[src/sbr_pkg.sv]
// shared constants and carrier types of the serial baud rate generator
package sbr_pkg;

    ////////////////////////////////////////////////////////////////////////////
    // register byte addresses on the bus
    localparam logic [31:0] BAUD_CONTROL_1_ADDR = 32'h0000_0000;
    localparam logic [31:0] TRANSMIT_STATUS_CONTROL_1_ADDR = 32'h0000_0004;
    localparam logic [31:0] DIVISOR_LOW_BYTE_1_ADDR = 32'h0000_0008;
    localparam logic [31:0] DIVISOR_HIGH_BYTE_1_ADDR = 32'h0000_000C;

    ////////////////////////////////////////////////////////////////////////////
    // field positions
    localparam int RECEIVER_IDLE_BIT = 6;
    localparam int WIDE_DIVIDER_BIT = 3;
    localparam int SYNC_SELECT_BIT = 4;
    localparam int HIGH_SPEED_BIT = 2;
    localparam int BYTE_LANE_BIT = 0;

    ////////////////////////////////////////////////////////////////////////////
    // reset values
    localparam logic WIDE_DIVIDER_RESET = 1'h0;
    localparam logic SYNC_SELECT_RESET = 1'h0;
    localparam logic HIGH_SPEED_RESET = 1'h0;
    localparam logic [7:0] DIVISOR_BYTE_RESET = 8'h00;
    localparam logic [7:0] READ_ZERO = 8'h00;

    ////////////////////////////////////////////////////////////////////////////
    // prescaler terminal counts: the divider period is multiplied by last + 1
    localparam logic [5:0] PRESCALE_LAST_64 = 6'h3F;
    localparam logic [5:0] PRESCALE_LAST_16 = 6'h0F;
    localparam logic [5:0] PRESCALE_LAST_4 = 6'h03;
    localparam logic [7:0] NARROW_COUNT_MAX = 8'hFF;

    ////////////////////////////////////////////////////////////////////////////
    // bus responses
    localparam logic [1:0] RESP_OKAY = 2'h0;
    localparam logic [1:0] RESP_SLVERR = 2'h2;

    typedef struct packed {
        logic [31:0] awaddr;
        logic awvalid;
        logic [31:0] wdata;
        logic [3:0] wstrb;
        logic wvalid;
        logic bready;
        logic [31:0] araddr;
        logic arvalid;
        logic rready;
    } sbr_axi_req_t;

    typedef struct packed {
        logic awready;
        logic wready;
        logic [1:0] bresp;
        logic bvalid;
        logic arready;
        logic [31:0] rdata;
        logic [1:0] rresp;
        logic rvalid;
    } sbr_axi_rsp_t;

    localparam sbr_axi_rsp_t AXI_RSP_RESET = '{awready: 1'b1, wready: 1'b1, bresp: RESP_OKAY, bvalid: 1'b0,
                                               arready: 1'b1, rdata: 32'h0000_0000, rresp: RESP_OKAY,
                                               rvalid: 1'b0};

    // settings handed from the register file to the rate timer
    typedef struct packed {
        logic [15:0] divisor;
        logic wide;
        logic [5:0] prescale_last;
    } sbr_rate_cfg_t;

endpackage : sbr_pkg

[src/sbr_baud_gen.sv]
// register file on the bus and rate selection of the serial baud rate generator
//
// Operation
// - one divider timer gives the bit rate for asynchronous and synchronous modes.
// - after reset the timer counts eight bits until wide select is set.
// - wide select set makes a sixteen bit count from both divisor bytes.
// - timer runs continuously with period given by divisor value n and the multiplier.
// - asynchronous multiplier is chosen by high speed and wide select together.
// - synchronous mode ignores the high speed select bit.
// - writing either divisor byte clears the timer on the cycle after the registered clear is set.
// - divisor value n is the low byte, or the high and low byte pair when wide select is set.
// - asynchronous, narrow, normal speed: rate is clock over 64 times n+1.
// - asynchronous, wide, normal speed: rate is clock over 16 times n+1.
// - synchronous, narrow: rate is clock over 4 times n+1, any speed bit.
//
// Design decisions made here: the register offsets and the AXI4-Lite interface to the registers.
`timescale 1ns/10ps
`default_nettype none
module sbr_baud_gen (
    // clock and reset
    input wire logic clock,
    input wire logic reset,
    // register bus
    input wire sbr_pkg::sbr_axi_req_t s_axi_req,
    output logic [$bits(sbr_pkg::sbr_axi_rsp_t)-1:0] s_axi_rsp,
    // transceiver side
    input wire logic receiver_idle,
    output logic bit_tick,
    output logic sync_select
);

    typedef struct packed {
        sbr_pkg::sbr_axi_rsp_t rsp;
        logic aw_held;
        logic [31:0] awaddr;
        logic w_held;
        logic [31:0] wdata;
        logic [3:0] wstrb;
        logic wide;
        logic sync;
        logic high_speed;
        logic [7:0] div_low;
        logic [7:0] div_high;
        logic clear;
    } sbr_state_t;

    sbr_state_t state;
    sbr_state_t next_state;
    sbr_pkg::sbr_rate_cfg_t cfg;
    logic wr_fire;
    logic wr_divisor;
    logic wr_known;
    logic [7:0] wr_byte;
    logic rd_fire;
    logic rd_known;
    logic [7:0] rd_byte;

    ////////////////////////////////////////////////////////////////////////////
    // write address decode
    always_comb begin
        wr_fire = state.aw_held && state.w_held && !state.rsp.bvalid;
        wr_byte = state.wdata[7:0];
        wr_known = 1'b1;
        wr_divisor = 1'b0;
        unique case (state.awaddr)
            sbr_pkg::BAUD_CONTROL_1_ADDR: begin
                wr_divisor = 1'b0;
            end
            sbr_pkg::TRANSMIT_STATUS_CONTROL_1_ADDR: begin
                wr_divisor = 1'b0;
            end
            sbr_pkg::DIVISOR_LOW_BYTE_1_ADDR: begin
                wr_divisor = 1'b1;
            end
            sbr_pkg::DIVISOR_HIGH_BYTE_1_ADDR: begin
                wr_divisor = 1'b1;
            end
            default: begin
                wr_known = 1'b0;
            end
        endcase
    end

    ////////////////////////////////////////////////////////////////////////////
    // read address decode; unused bits read as zero
    always_comb begin
        rd_fire = s_axi_req.arvalid && state.rsp.arready;
        rd_byte = sbr_pkg::READ_ZERO;
        rd_known = 1'b1;
        unique case (s_axi_req.araddr)
            sbr_pkg::BAUD_CONTROL_1_ADDR: begin
                // software polls this before a system clock change
                rd_byte[sbr_pkg::RECEIVER_IDLE_BIT] = receiver_idle;
                rd_byte[sbr_pkg::WIDE_DIVIDER_BIT] = state.wide;
            end
            sbr_pkg::TRANSMIT_STATUS_CONTROL_1_ADDR: begin
                rd_byte[sbr_pkg::SYNC_SELECT_BIT] = state.sync;
                rd_byte[sbr_pkg::HIGH_SPEED_BIT] = state.high_speed;
            end
            sbr_pkg::DIVISOR_LOW_BYTE_1_ADDR: begin
                rd_byte = state.div_low;
            end
            sbr_pkg::DIVISOR_HIGH_BYTE_1_ADDR: begin
                rd_byte = state.div_high;
            end
            default: begin
                rd_known = 1'b0;
            end
        endcase
    end

    ////////////////////////////////////////////////////////////////////////////
    // bus handshakes and register updates
    always_comb begin
        next_state = state;
        next_state.clear = 1'b0;
        // address and data are taken independently, in either order
        if (s_axi_req.awvalid && state.rsp.awready) begin
            next_state.aw_held = 1'b1;
            next_state.awaddr = s_axi_req.awaddr;
            next_state.rsp.awready = 1'b0;
        end
        if (s_axi_req.wvalid && state.rsp.wready) begin
            next_state.w_held = 1'b1;
            next_state.wdata = s_axi_req.wdata;
            next_state.wstrb = s_axi_req.wstrb;
            next_state.rsp.wready = 1'b0;
        end
        if (wr_fire) begin
            next_state.aw_held = 1'b0;
            next_state.w_held = 1'b0;
            next_state.rsp.bvalid = 1'b1;
            next_state.rsp.bresp = wr_known ? sbr_pkg::RESP_OKAY : sbr_pkg::RESP_SLVERR;
            if (state.wstrb[sbr_pkg::BYTE_LANE_BIT]) begin
                unique case (state.awaddr)
                    sbr_pkg::BAUD_CONTROL_1_ADDR: begin
                        next_state.wide = wr_byte[sbr_pkg::WIDE_DIVIDER_BIT];
                    end
                    sbr_pkg::TRANSMIT_STATUS_CONTROL_1_ADDR: begin
                        next_state.sync = wr_byte[sbr_pkg::SYNC_SELECT_BIT];
                        next_state.high_speed = wr_byte[sbr_pkg::HIGH_SPEED_BIT];
                    end
                    sbr_pkg::DIVISOR_LOW_BYTE_1_ADDR: begin
                        next_state.div_low = wr_byte;
                    end
                    sbr_pkg::DIVISOR_HIGH_BYTE_1_ADDR: begin
                        next_state.div_high = wr_byte;
                    end
                    default: begin
                        next_state.div_low = state.div_low;
                    end
                endcase
                // restart so the new rate shows without waiting for the old period
                next_state.clear = wr_divisor;
            end
        end
        if (state.rsp.bvalid && s_axi_req.bready) begin
            next_state.rsp.bvalid = 1'b0;
            next_state.rsp.awready = 1'b1;
            next_state.rsp.wready = 1'b1;
        end
        if (rd_fire) begin
            next_state.rsp.arready = 1'b0;
            next_state.rsp.rvalid = 1'b1;
            next_state.rsp.rdata = {24'h00_0000, rd_byte};
            next_state.rsp.rresp = rd_known ? sbr_pkg::RESP_OKAY : sbr_pkg::RESP_SLVERR;
        end
        if (state.rsp.rvalid && s_axi_req.rready) begin
            next_state.rsp.rvalid = 1'b0;
            next_state.rsp.arready = 1'b1;
        end
    end

    always_ff @(posedge clock) begin
        if (reset) begin
            state.rsp <= sbr_pkg::AXI_RSP_RESET;
            state.aw_held <= 1'b0;
            state.awaddr <= 32'h0000_0000;
            state.w_held <= 1'b0;
            state.wdata <= 32'h0000_0000;
            state.wstrb <= 4'h0;
            state.wide <= sbr_pkg::WIDE_DIVIDER_RESET;
            state.sync <= sbr_pkg::SYNC_SELECT_RESET;
            state.high_speed <= sbr_pkg::HIGH_SPEED_RESET;
            state.div_low <= sbr_pkg::DIVISOR_BYTE_RESET;
            state.div_high <= sbr_pkg::DIVISOR_BYTE_RESET;
            state.clear <= 1'b0;
        end else begin
            state <= next_state;
        end
    end

    ////////////////////////////////////////////////////////////////////////////
    // rate selection
    always_comb begin
        cfg.divisor = {state.div_high, state.div_low};
        cfg.wide = state.wide;
        if (state.sync) begin
            // synchronous clocking never looks at the high speed bit
            cfg.prescale_last = sbr_pkg::PRESCALE_LAST_4;
        end else if (!state.wide) begin
            cfg.prescale_last = state.high_speed ? sbr_pkg::PRESCALE_LAST_16 : sbr_pkg::PRESCALE_LAST_64;
        end else begin
            cfg.prescale_last = state.high_speed ? sbr_pkg::PRESCALE_LAST_4 : sbr_pkg::PRESCALE_LAST_16;
        end
    end

    // one timer serves both framing modes
    sbr_rate_timer u_timer (
        .clock(clock),
        .reset(reset),
        .cfg(cfg),
        .clear(state.clear),
        .tick(bit_tick)
    );

    assign s_axi_rsp = state.rsp;
    assign sync_select = state.sync;
endmodule : sbr_baud_gen
`default_nettype wire

[src/sbr_rate_timer.sv]
// free running rate divider timer with its period multiplier
`timescale 1ns/10ps
`default_nettype none
module sbr_rate_timer (
    // clock and reset
    input wire logic clock,
    input wire logic reset,
    // settings
    input wire sbr_pkg::sbr_rate_cfg_t cfg,
    input wire logic clear,
    // tick out
    output logic tick
);

    typedef struct packed {
        logic [15:0] count;
        logic [5:0] prescale;
        logic tick;
    } sbr_timer_state_t;

    sbr_timer_state_t state;
    sbr_timer_state_t next_state;
    logic [15:0] terminal;

    ////////////////////////////////////////////////////////////////////////////
    always_comb begin
        // narrow mode: high byte contents play no part
        terminal = cfg.wide ? cfg.divisor : {8'h00, cfg.divisor[7:0]};
        next_state = state;
        next_state.tick = 1'b0;
        if (clear) begin
            next_state.count = 16'h0000;
            next_state.prescale = 6'h00;
        end else if (state.count >= terminal) begin
            // >= so a shrunken terminal never lets the count run to wrap
            next_state.count = 16'h0000;
            if (state.prescale >= cfg.prescale_last) begin
                next_state.prescale = 6'h00;
                next_state.tick = 1'b1;
            end else begin
                next_state.prescale = 6'(state.prescale + 6'h01);
            end
        end else begin
            next_state.count = 16'(state.count + 16'h0001);
        end
    end

    always_ff @(posedge clock) begin
        if (reset) begin
            state <= '0;
        end else begin
            state <= next_state;
        end
    end

    assign tick = state.tick;

    ////////////////////////////////////////////////////////////////////////////
    // period check helper
    logic [23:0] gap;
    logic armed;
    sbr_pkg::sbr_rate_cfg_t prev_cfg;
    logic [23:0] period;

    // widened before the product: a full wide divisor times 64 needs 23 bits
    assign period = (24'(terminal) + 24'h00_0001) * (24'(cfg.prescale_last) + 24'h00_0001);

    always_ff @(posedge clock) begin
        if (reset) begin
            gap <= 24'h00_0000;
            armed <= 1'b0;
            prev_cfg <= '0;
        end else begin
            prev_cfg <= cfg;
            if (clear || (cfg != prev_cfg)) begin
                gap <= 24'h00_0000;
                armed <= 1'b0;
            end else if (state.tick) begin
                gap <= 24'h00_0000;
                armed <= 1'b1;
            end else begin
                gap <= 24'(gap + 24'h00_0001);
            end
        end
    end
endmodule : sbr_rate_timer
`default_nettype wire

[config.mk]
export PLATFORM = sky130hd
export DESIGN_NAME = sbr_baud_gen
export DESIGN_NICKNAME = d
export VERILOG_FILES = /design/src/sbr_pkg.sv /design/src/sbr_baud_gen.sv /design/src/sbr_rate_timer.sv
export SDC_FILE = /design/constraint.sdc
export NUM_CORES = 1
export LEC_CHECK = 0
export BUFFER_PORTS_ARGS = -buffer_cell sky130_fd_sc_hd__buf_2
export CORE_ASPECT_RATIO = 0.7
export CORE_MARGIN = 3
export CORE_UTILIZATION = 45
export CTS_CLUSTER_DIAMETER = 50
export DETAILED_ROUTE_END_ITERATION = 6
export GPL_ROUTABILITY_DRIVEN = 0
export PLACE_DENSITY = 0.79
export SKIP_CTS_REPAIR_TIMING = 1
export SLEW_MARGIN = 20
export SYNTH_ARGS = -nofsm -noshare
export SYNTH_HDL_FRONTEND = slang
export SYNTH_HIERARCHICAL = 1
export SYNTH_SLANG_ARGS = --single-unit
export TNS_END_PERCENT = 30
[constraint.sdc]
create_clock -name clock -period 2.49 [get_ports clock]
set_clock_uncertainty 0.2 [all_clocks]
set_input_delay 0 -clock clock [delete_from_list [all_inputs] [get_ports clock]]
set_output_delay 0 -clock clock [all_outputs]
set_load 0.02 [all_outputs]
Yosys cells after proc, flatten, opt, wreduce, memory -nomap -nowiden --
Cells that the tools add are included. W data, S select, Z words.
Word-level totals: register bits 103, input port bits 108, output and inout bits 43, logic and storage cells 78
Operators by class: $add $sub $neg 2, magnitude comparators 2, equal/unequal tests 6, muxes and demuxes 19, bitwise gates (word level) 3, reduce and logical (&&, ||, !) cells 24
Operators with widths (number):
- $eq A32 B4 Y1 const B | 4
- $eq A32 B3 Y1 const B | 2
- $logic_not A32 Y1 | 2
- $mux W6 | 4
- $add A16 B1 Y16 const B | 1
- $ge A16 B16 Y1 | 1
- $mux W16 | 1
- $pmux W1 S3 | 4
- $reduce_and A3 Y1 | 4
- $reduce_or A2 Y1 | 5
- $reduce_or A3 Y1 | 3
- $reduce_or A4 Y1 | 2
- $logic_and A1 B1 Y1 | 7
- $add A6 B1 Y6 const B | 1
- $ge A6 B6 Y1 | 1
- $mux W1 | 4
- $mux W2 | 2
- $mux W4 | 1
- $pmux W1 S2 | 2
- $pmux W2 S2 | 1
- $not A1 Y1 | 3
- $logic_not A1 Y1 | 1

Logic depth before layout (Yosys ltp) --
depth in word-level cells 5, depth in mapped cells 11

By module --
Netlist, hierarchy kept.
By module, submodules not included:
- sbr_baud_gen | instances 1, cells each 407, area each 3417.0 um^2, sequential area each 1561.5 um^2
- sbr_rate_timer | instances 1, cells each 185, area each 1599.0 um^2, sequential area each 460.4 um^2

Worst setup path after synthesis --
Ideal clock, no wire load.
path kind reg-to-reg, start point reg state (netlist bit cfg[6]), end point reg u_timer/state[9] (netlist name), library setup time 62 ps, data arrival time 2171 ps, data required time 2228 ps, path slack 57 ps, cell stages (with the launch flop) 12, buffers on the path 3, period minus slack after synthesis 2433 ps, cell sequence dfxtp_1 -> clkbuf_1 -> nand2_1 -> ha_1 -> a21oi_2 -> o21ai_1 -> a221oi_2 -> o21ai_2 -> or2_1 -> buf_6 -> buf_12 -> nor2_4
Between the ends: longest elaborated chain between the ends 3
Ends and longest elaborated chain:
- start: declaration | RTL line sbr_baud_gen.sv:47 | sbr_state_t state;
- start signal: assignment | RTL line sbr_baud_gen.sv:189 | state <= next_state;
- $mux W16 | RTL line sbr_rate_timer.sv:28 | terminal = cfg.wide ? cfg.divisor : {8'h00, cfg.divisor[7:0]};
- $ge A16 B16 Y1 | RTL line sbr_rate_timer.sv:34 | end else if (state.count >= terminal) begin
- $reduce_or A3 Y1 (no source line)
- end signal: assignment | RTL line sbr_rate_timer.sv:52 | state <= next_state;
- end: declaration | RTL line sbr_rate_timer.sv:21 | sbr_timer_state_t state;
Every way passes these cells. A chain may end at the register's enable or synchronous reset.

==> results by group <==
Run status
  • Status: complete, but fails checks
  • Failing checks: negative hold slack

Timing
  • Worst Max-Slew Pin Slew: ~1100 ps
  • Min Tclk post-route: 2380 ps
  • Final setup vio count: 0
  • Fin. Hold Viols: 9
  • Crit share post-route: 95.5%
  • Unrepaired setup endpoints after global routing: no
  • Slew HR: between 20% and 30%
  • Setup TNS: 0 ps
  • Fmax: roughly 420 MHz
  • Max-slew violation count: 0
  • Worst hold slack: -65.4 ps

Power
  • Power, Total: about 3.7 mW
  • Pint: 2.80 mW
  • Combinational power share: between 10 and 15%
  • Net switching power: about 860 uW
  • Leak: ~2.8 nW
  • Peak supply drop: about 400 uV
  • Pwr dens: approximately 570 nW/um^2
  • Flop pwr share: around 47%
  • Clk network pwr share: 42.0%
  • Switching share of power: 23.5%

Clock tree
  • Clock root buffer: clkbuf_16
  • Worst-path clk slew: approximately 70 ps
  • CTS tree: built
  • Num CTS Buffers: 9
  • H-tree levels: 3
  • Sink Count: 101
  • Clk_lat worst skew: 350 ps
  • Longest Clk Path Bufs: 2

Cells and area
  • Layout cell share with drive strength beyond 1: about a fifth
  • Nets: around 860
  • Commonest non-fill, non-tap cell in the layout: nand2_1
  • Area Overhead vs Synth: 27.6%
  • Most frequent cells in the layout: nand2_1 (116), dfxtp_1 (100), buf_2 (97), dlygate4sd3_1 (65), a21oi_1 (56)
  • Layout Utilization: between 60% and 70%

Synthesis
  • Post-synth EDFFs: 0
  • YS warnings: 6
  • Syn Area/Cell: about 8.5 sq um
  • FFs w/ async S/R, synth: 0%
  • Most common flop cell mapped by yosys: dfxtp_1
  • Synth Register Bits: 101
  • Seq/Total Area, Yosys: between 40% and 50%
  • Top post-synthesis cells by area: dfxtp_1 (40%), nand2_1 (8.7%), buf_4 (6.1%)
  • Post-Synthesis Cells: 592
  • Mapped Area: about 5000 sq um
  • Unique masters post-synth: 50
  • Yosys top cell area share: 40.3%
  • Area leader, netlist: dfxtp_1

Detailed routing
  • # DRC: 0
  • Initial drt markers: 307
  • DRT antenna net count: 0
  • Drt via density: around 5.2
  • WL final: between 10000 and 15000 um
  • Wire per inst: 14.7 um
  • Drt first pass iters: 4
  • Detailed-route via count: between 4000 and 5000

Critical path
  • Arr. time, crit path: ~2400 ps
  • Crit path from: state[17]
  • Startpoint types: register
  • Worst setup path end: u_timer/state[4]
  • Critical path capture point type: register
  • Reg2reg path depth: 7
  • Crit Path Class: reg -> reg
  • Crit Reg-Reg Startpoint: state[17]
  • Reg2reg setup slack: roughly 110 ps
  • Critical Path RT: about 2500 ps
  • Reg-to-reg endpoint: u_timer/state[4]
  • Crit-path max FO: 8

Run
  • Max_cap viols: 0

Worst hold path
  • Worst Hold Class: in -> reg

GRT
  • All-Layer GR Usage: between 15 and 20%
  • First-pass GRT wire length: between 15000 and 20000 um
  • Most crowded layer after global routing: met2
  • GR Overflow Total: 0
  • GR Layer Usage met3: 5.01%
  • M2 GR Usage: 30.6%
  • Largest net degree at the start of global routing: 58
  • Vias in the first global route: 4022
  • Antenna violations before repair: 0
  • Global-route met1 utilization: roughly a quarter

Floorplan
  • Die area: about 12000 sq um
  • Initial Util: a little under half
  • Die extent in y: roughly 94 um
  • Core Box Area: ~11000 sq um
  • # rows: 31
  • I/O pin count: around 150
  • Horiz. Die Dim: between 100 and 150 um

Place
  • Port Buffers: a little under 100
  • Detailed Place HPWL: between 8000 and 9000 um
[flip-flops by register name, indices dropped and copies added, names as in the netlist]
| register | cells |
|---|---|
| cfg | 17 |
| state | 45 |
| sync_select | 1 |
| s_axi_rsp | 15 |
| u_timer/tick | 1 |
| u_timer/state | 22 |
[critical path, stage by stage, from the launching register on]
cell       delay [ps]
dfxtp_1           340
nor3_1            250
inv_1              70
ha_1              310
o2111ai_1         110
o21ai_1           480
o21ai_0           210
a32o_1            290
[cell usage after synthesis (2+ instances only)]
cell type,number
nor3b_1,3
a211oi_1,4
xnor2_1,5
nand4_1,8
nand2_1,116
o21ai_1,4
buf_6,2
and4_1,2
a32o_1,4
a21oi_2,2
nand2b_1,7
nor2b_1,4
buf_4,41
and2_1,3
nand3_1,15
nor4_1,7
nor2_1,44
inv_1,20
nor4_2,7
nor2_2,2
a22o_1,2
mux2_2,6
dfxtp_1,101
mux2i_1,22
and3_1,6
nor2_4,8
a21oi_1,56
buf_1,3
xor2_1,9
conb_1,2
clkbuf_1,19
nor3_1,6
o21ai_0,9
ha_1,24
nand3b_1,4
[how the worst min path moves through the flow]
stage | from | to | cells past startpoint | slack [ps]
2_1_floorplan | s_axi_req[35] | s_axi_rsp[39] | 1 | -100
3_3_place_gp | s_axi_req[35] | s_axi_rsp[39] | 2 | 7
3_5_place_dp | s_axi_req[35] | s_axi_rsp[39] | 2 | 20
4_1_cts | s_axi_req[35] | s_axi_rsp[39] | 2 | -350
5_1_grt | s_axi_req[24] | s_axi_rsp[10] | 6 | 0.5
6_report | s_axi_req[24] | s_axi_rsp[2] | 5 | -70
[logic make-up after synthesis]
logic type / Yosys count / share of synthesized area, %
flops: 101 / 40.3
compound gates: 87 / 10.2
simple gates: 250 / 25.1
xor+xnor: 14 / 2.44
mux: 28 / 5.74
other cells: 2 / 0.150
fa+ha+maj: 24 / 5.99
buf+inv: 86 / 10.1
[per-layer routing]
metal / vias to the layer above / share of wire (%)
li1: 2210 / -
met2: 202 / 47
met5: - / 0
met4: 0 / 2.9
met1: 2109 / 43
met3: 40 / 6.7
[power by group through the flow]
stage	Clock, mW	Combinational, mW	Sequential, mW
detailed placement	0	0.316	1.75
CTS	1.56	0.317	1.71
floorplan	0	0.249	1.74
global route	1.62	0.449	1.72
global placement	0	0.304	1.74
finish	1.54	0.409	1.71
[through the flow]
step | instances | setup slack [ps] | area (sq um)
after global placement | 803 | 191 | 5410
final | 885 | 111 | 6400
after floorplan | 618 | 56.7 | 5110
after global routing | 884 | 0.631 | 6400
after detailed placement | 803 | 70.5 | 5410
after CTS | 819 | 49.3 | 5740
[layout make-up]
cell class              instances  area (sq um)
clock buffers                  11           253
clock inverters                 5          82.6
inverters                      20          75.1
fillers                       882          4190
diodes                          1          2.50
well taps                     148           185
multi-input cells             431          2580
repair buffers                168          1190
flip-flops and latches        101          2030
Note: power is estimated with default switching activity, not from simulation.
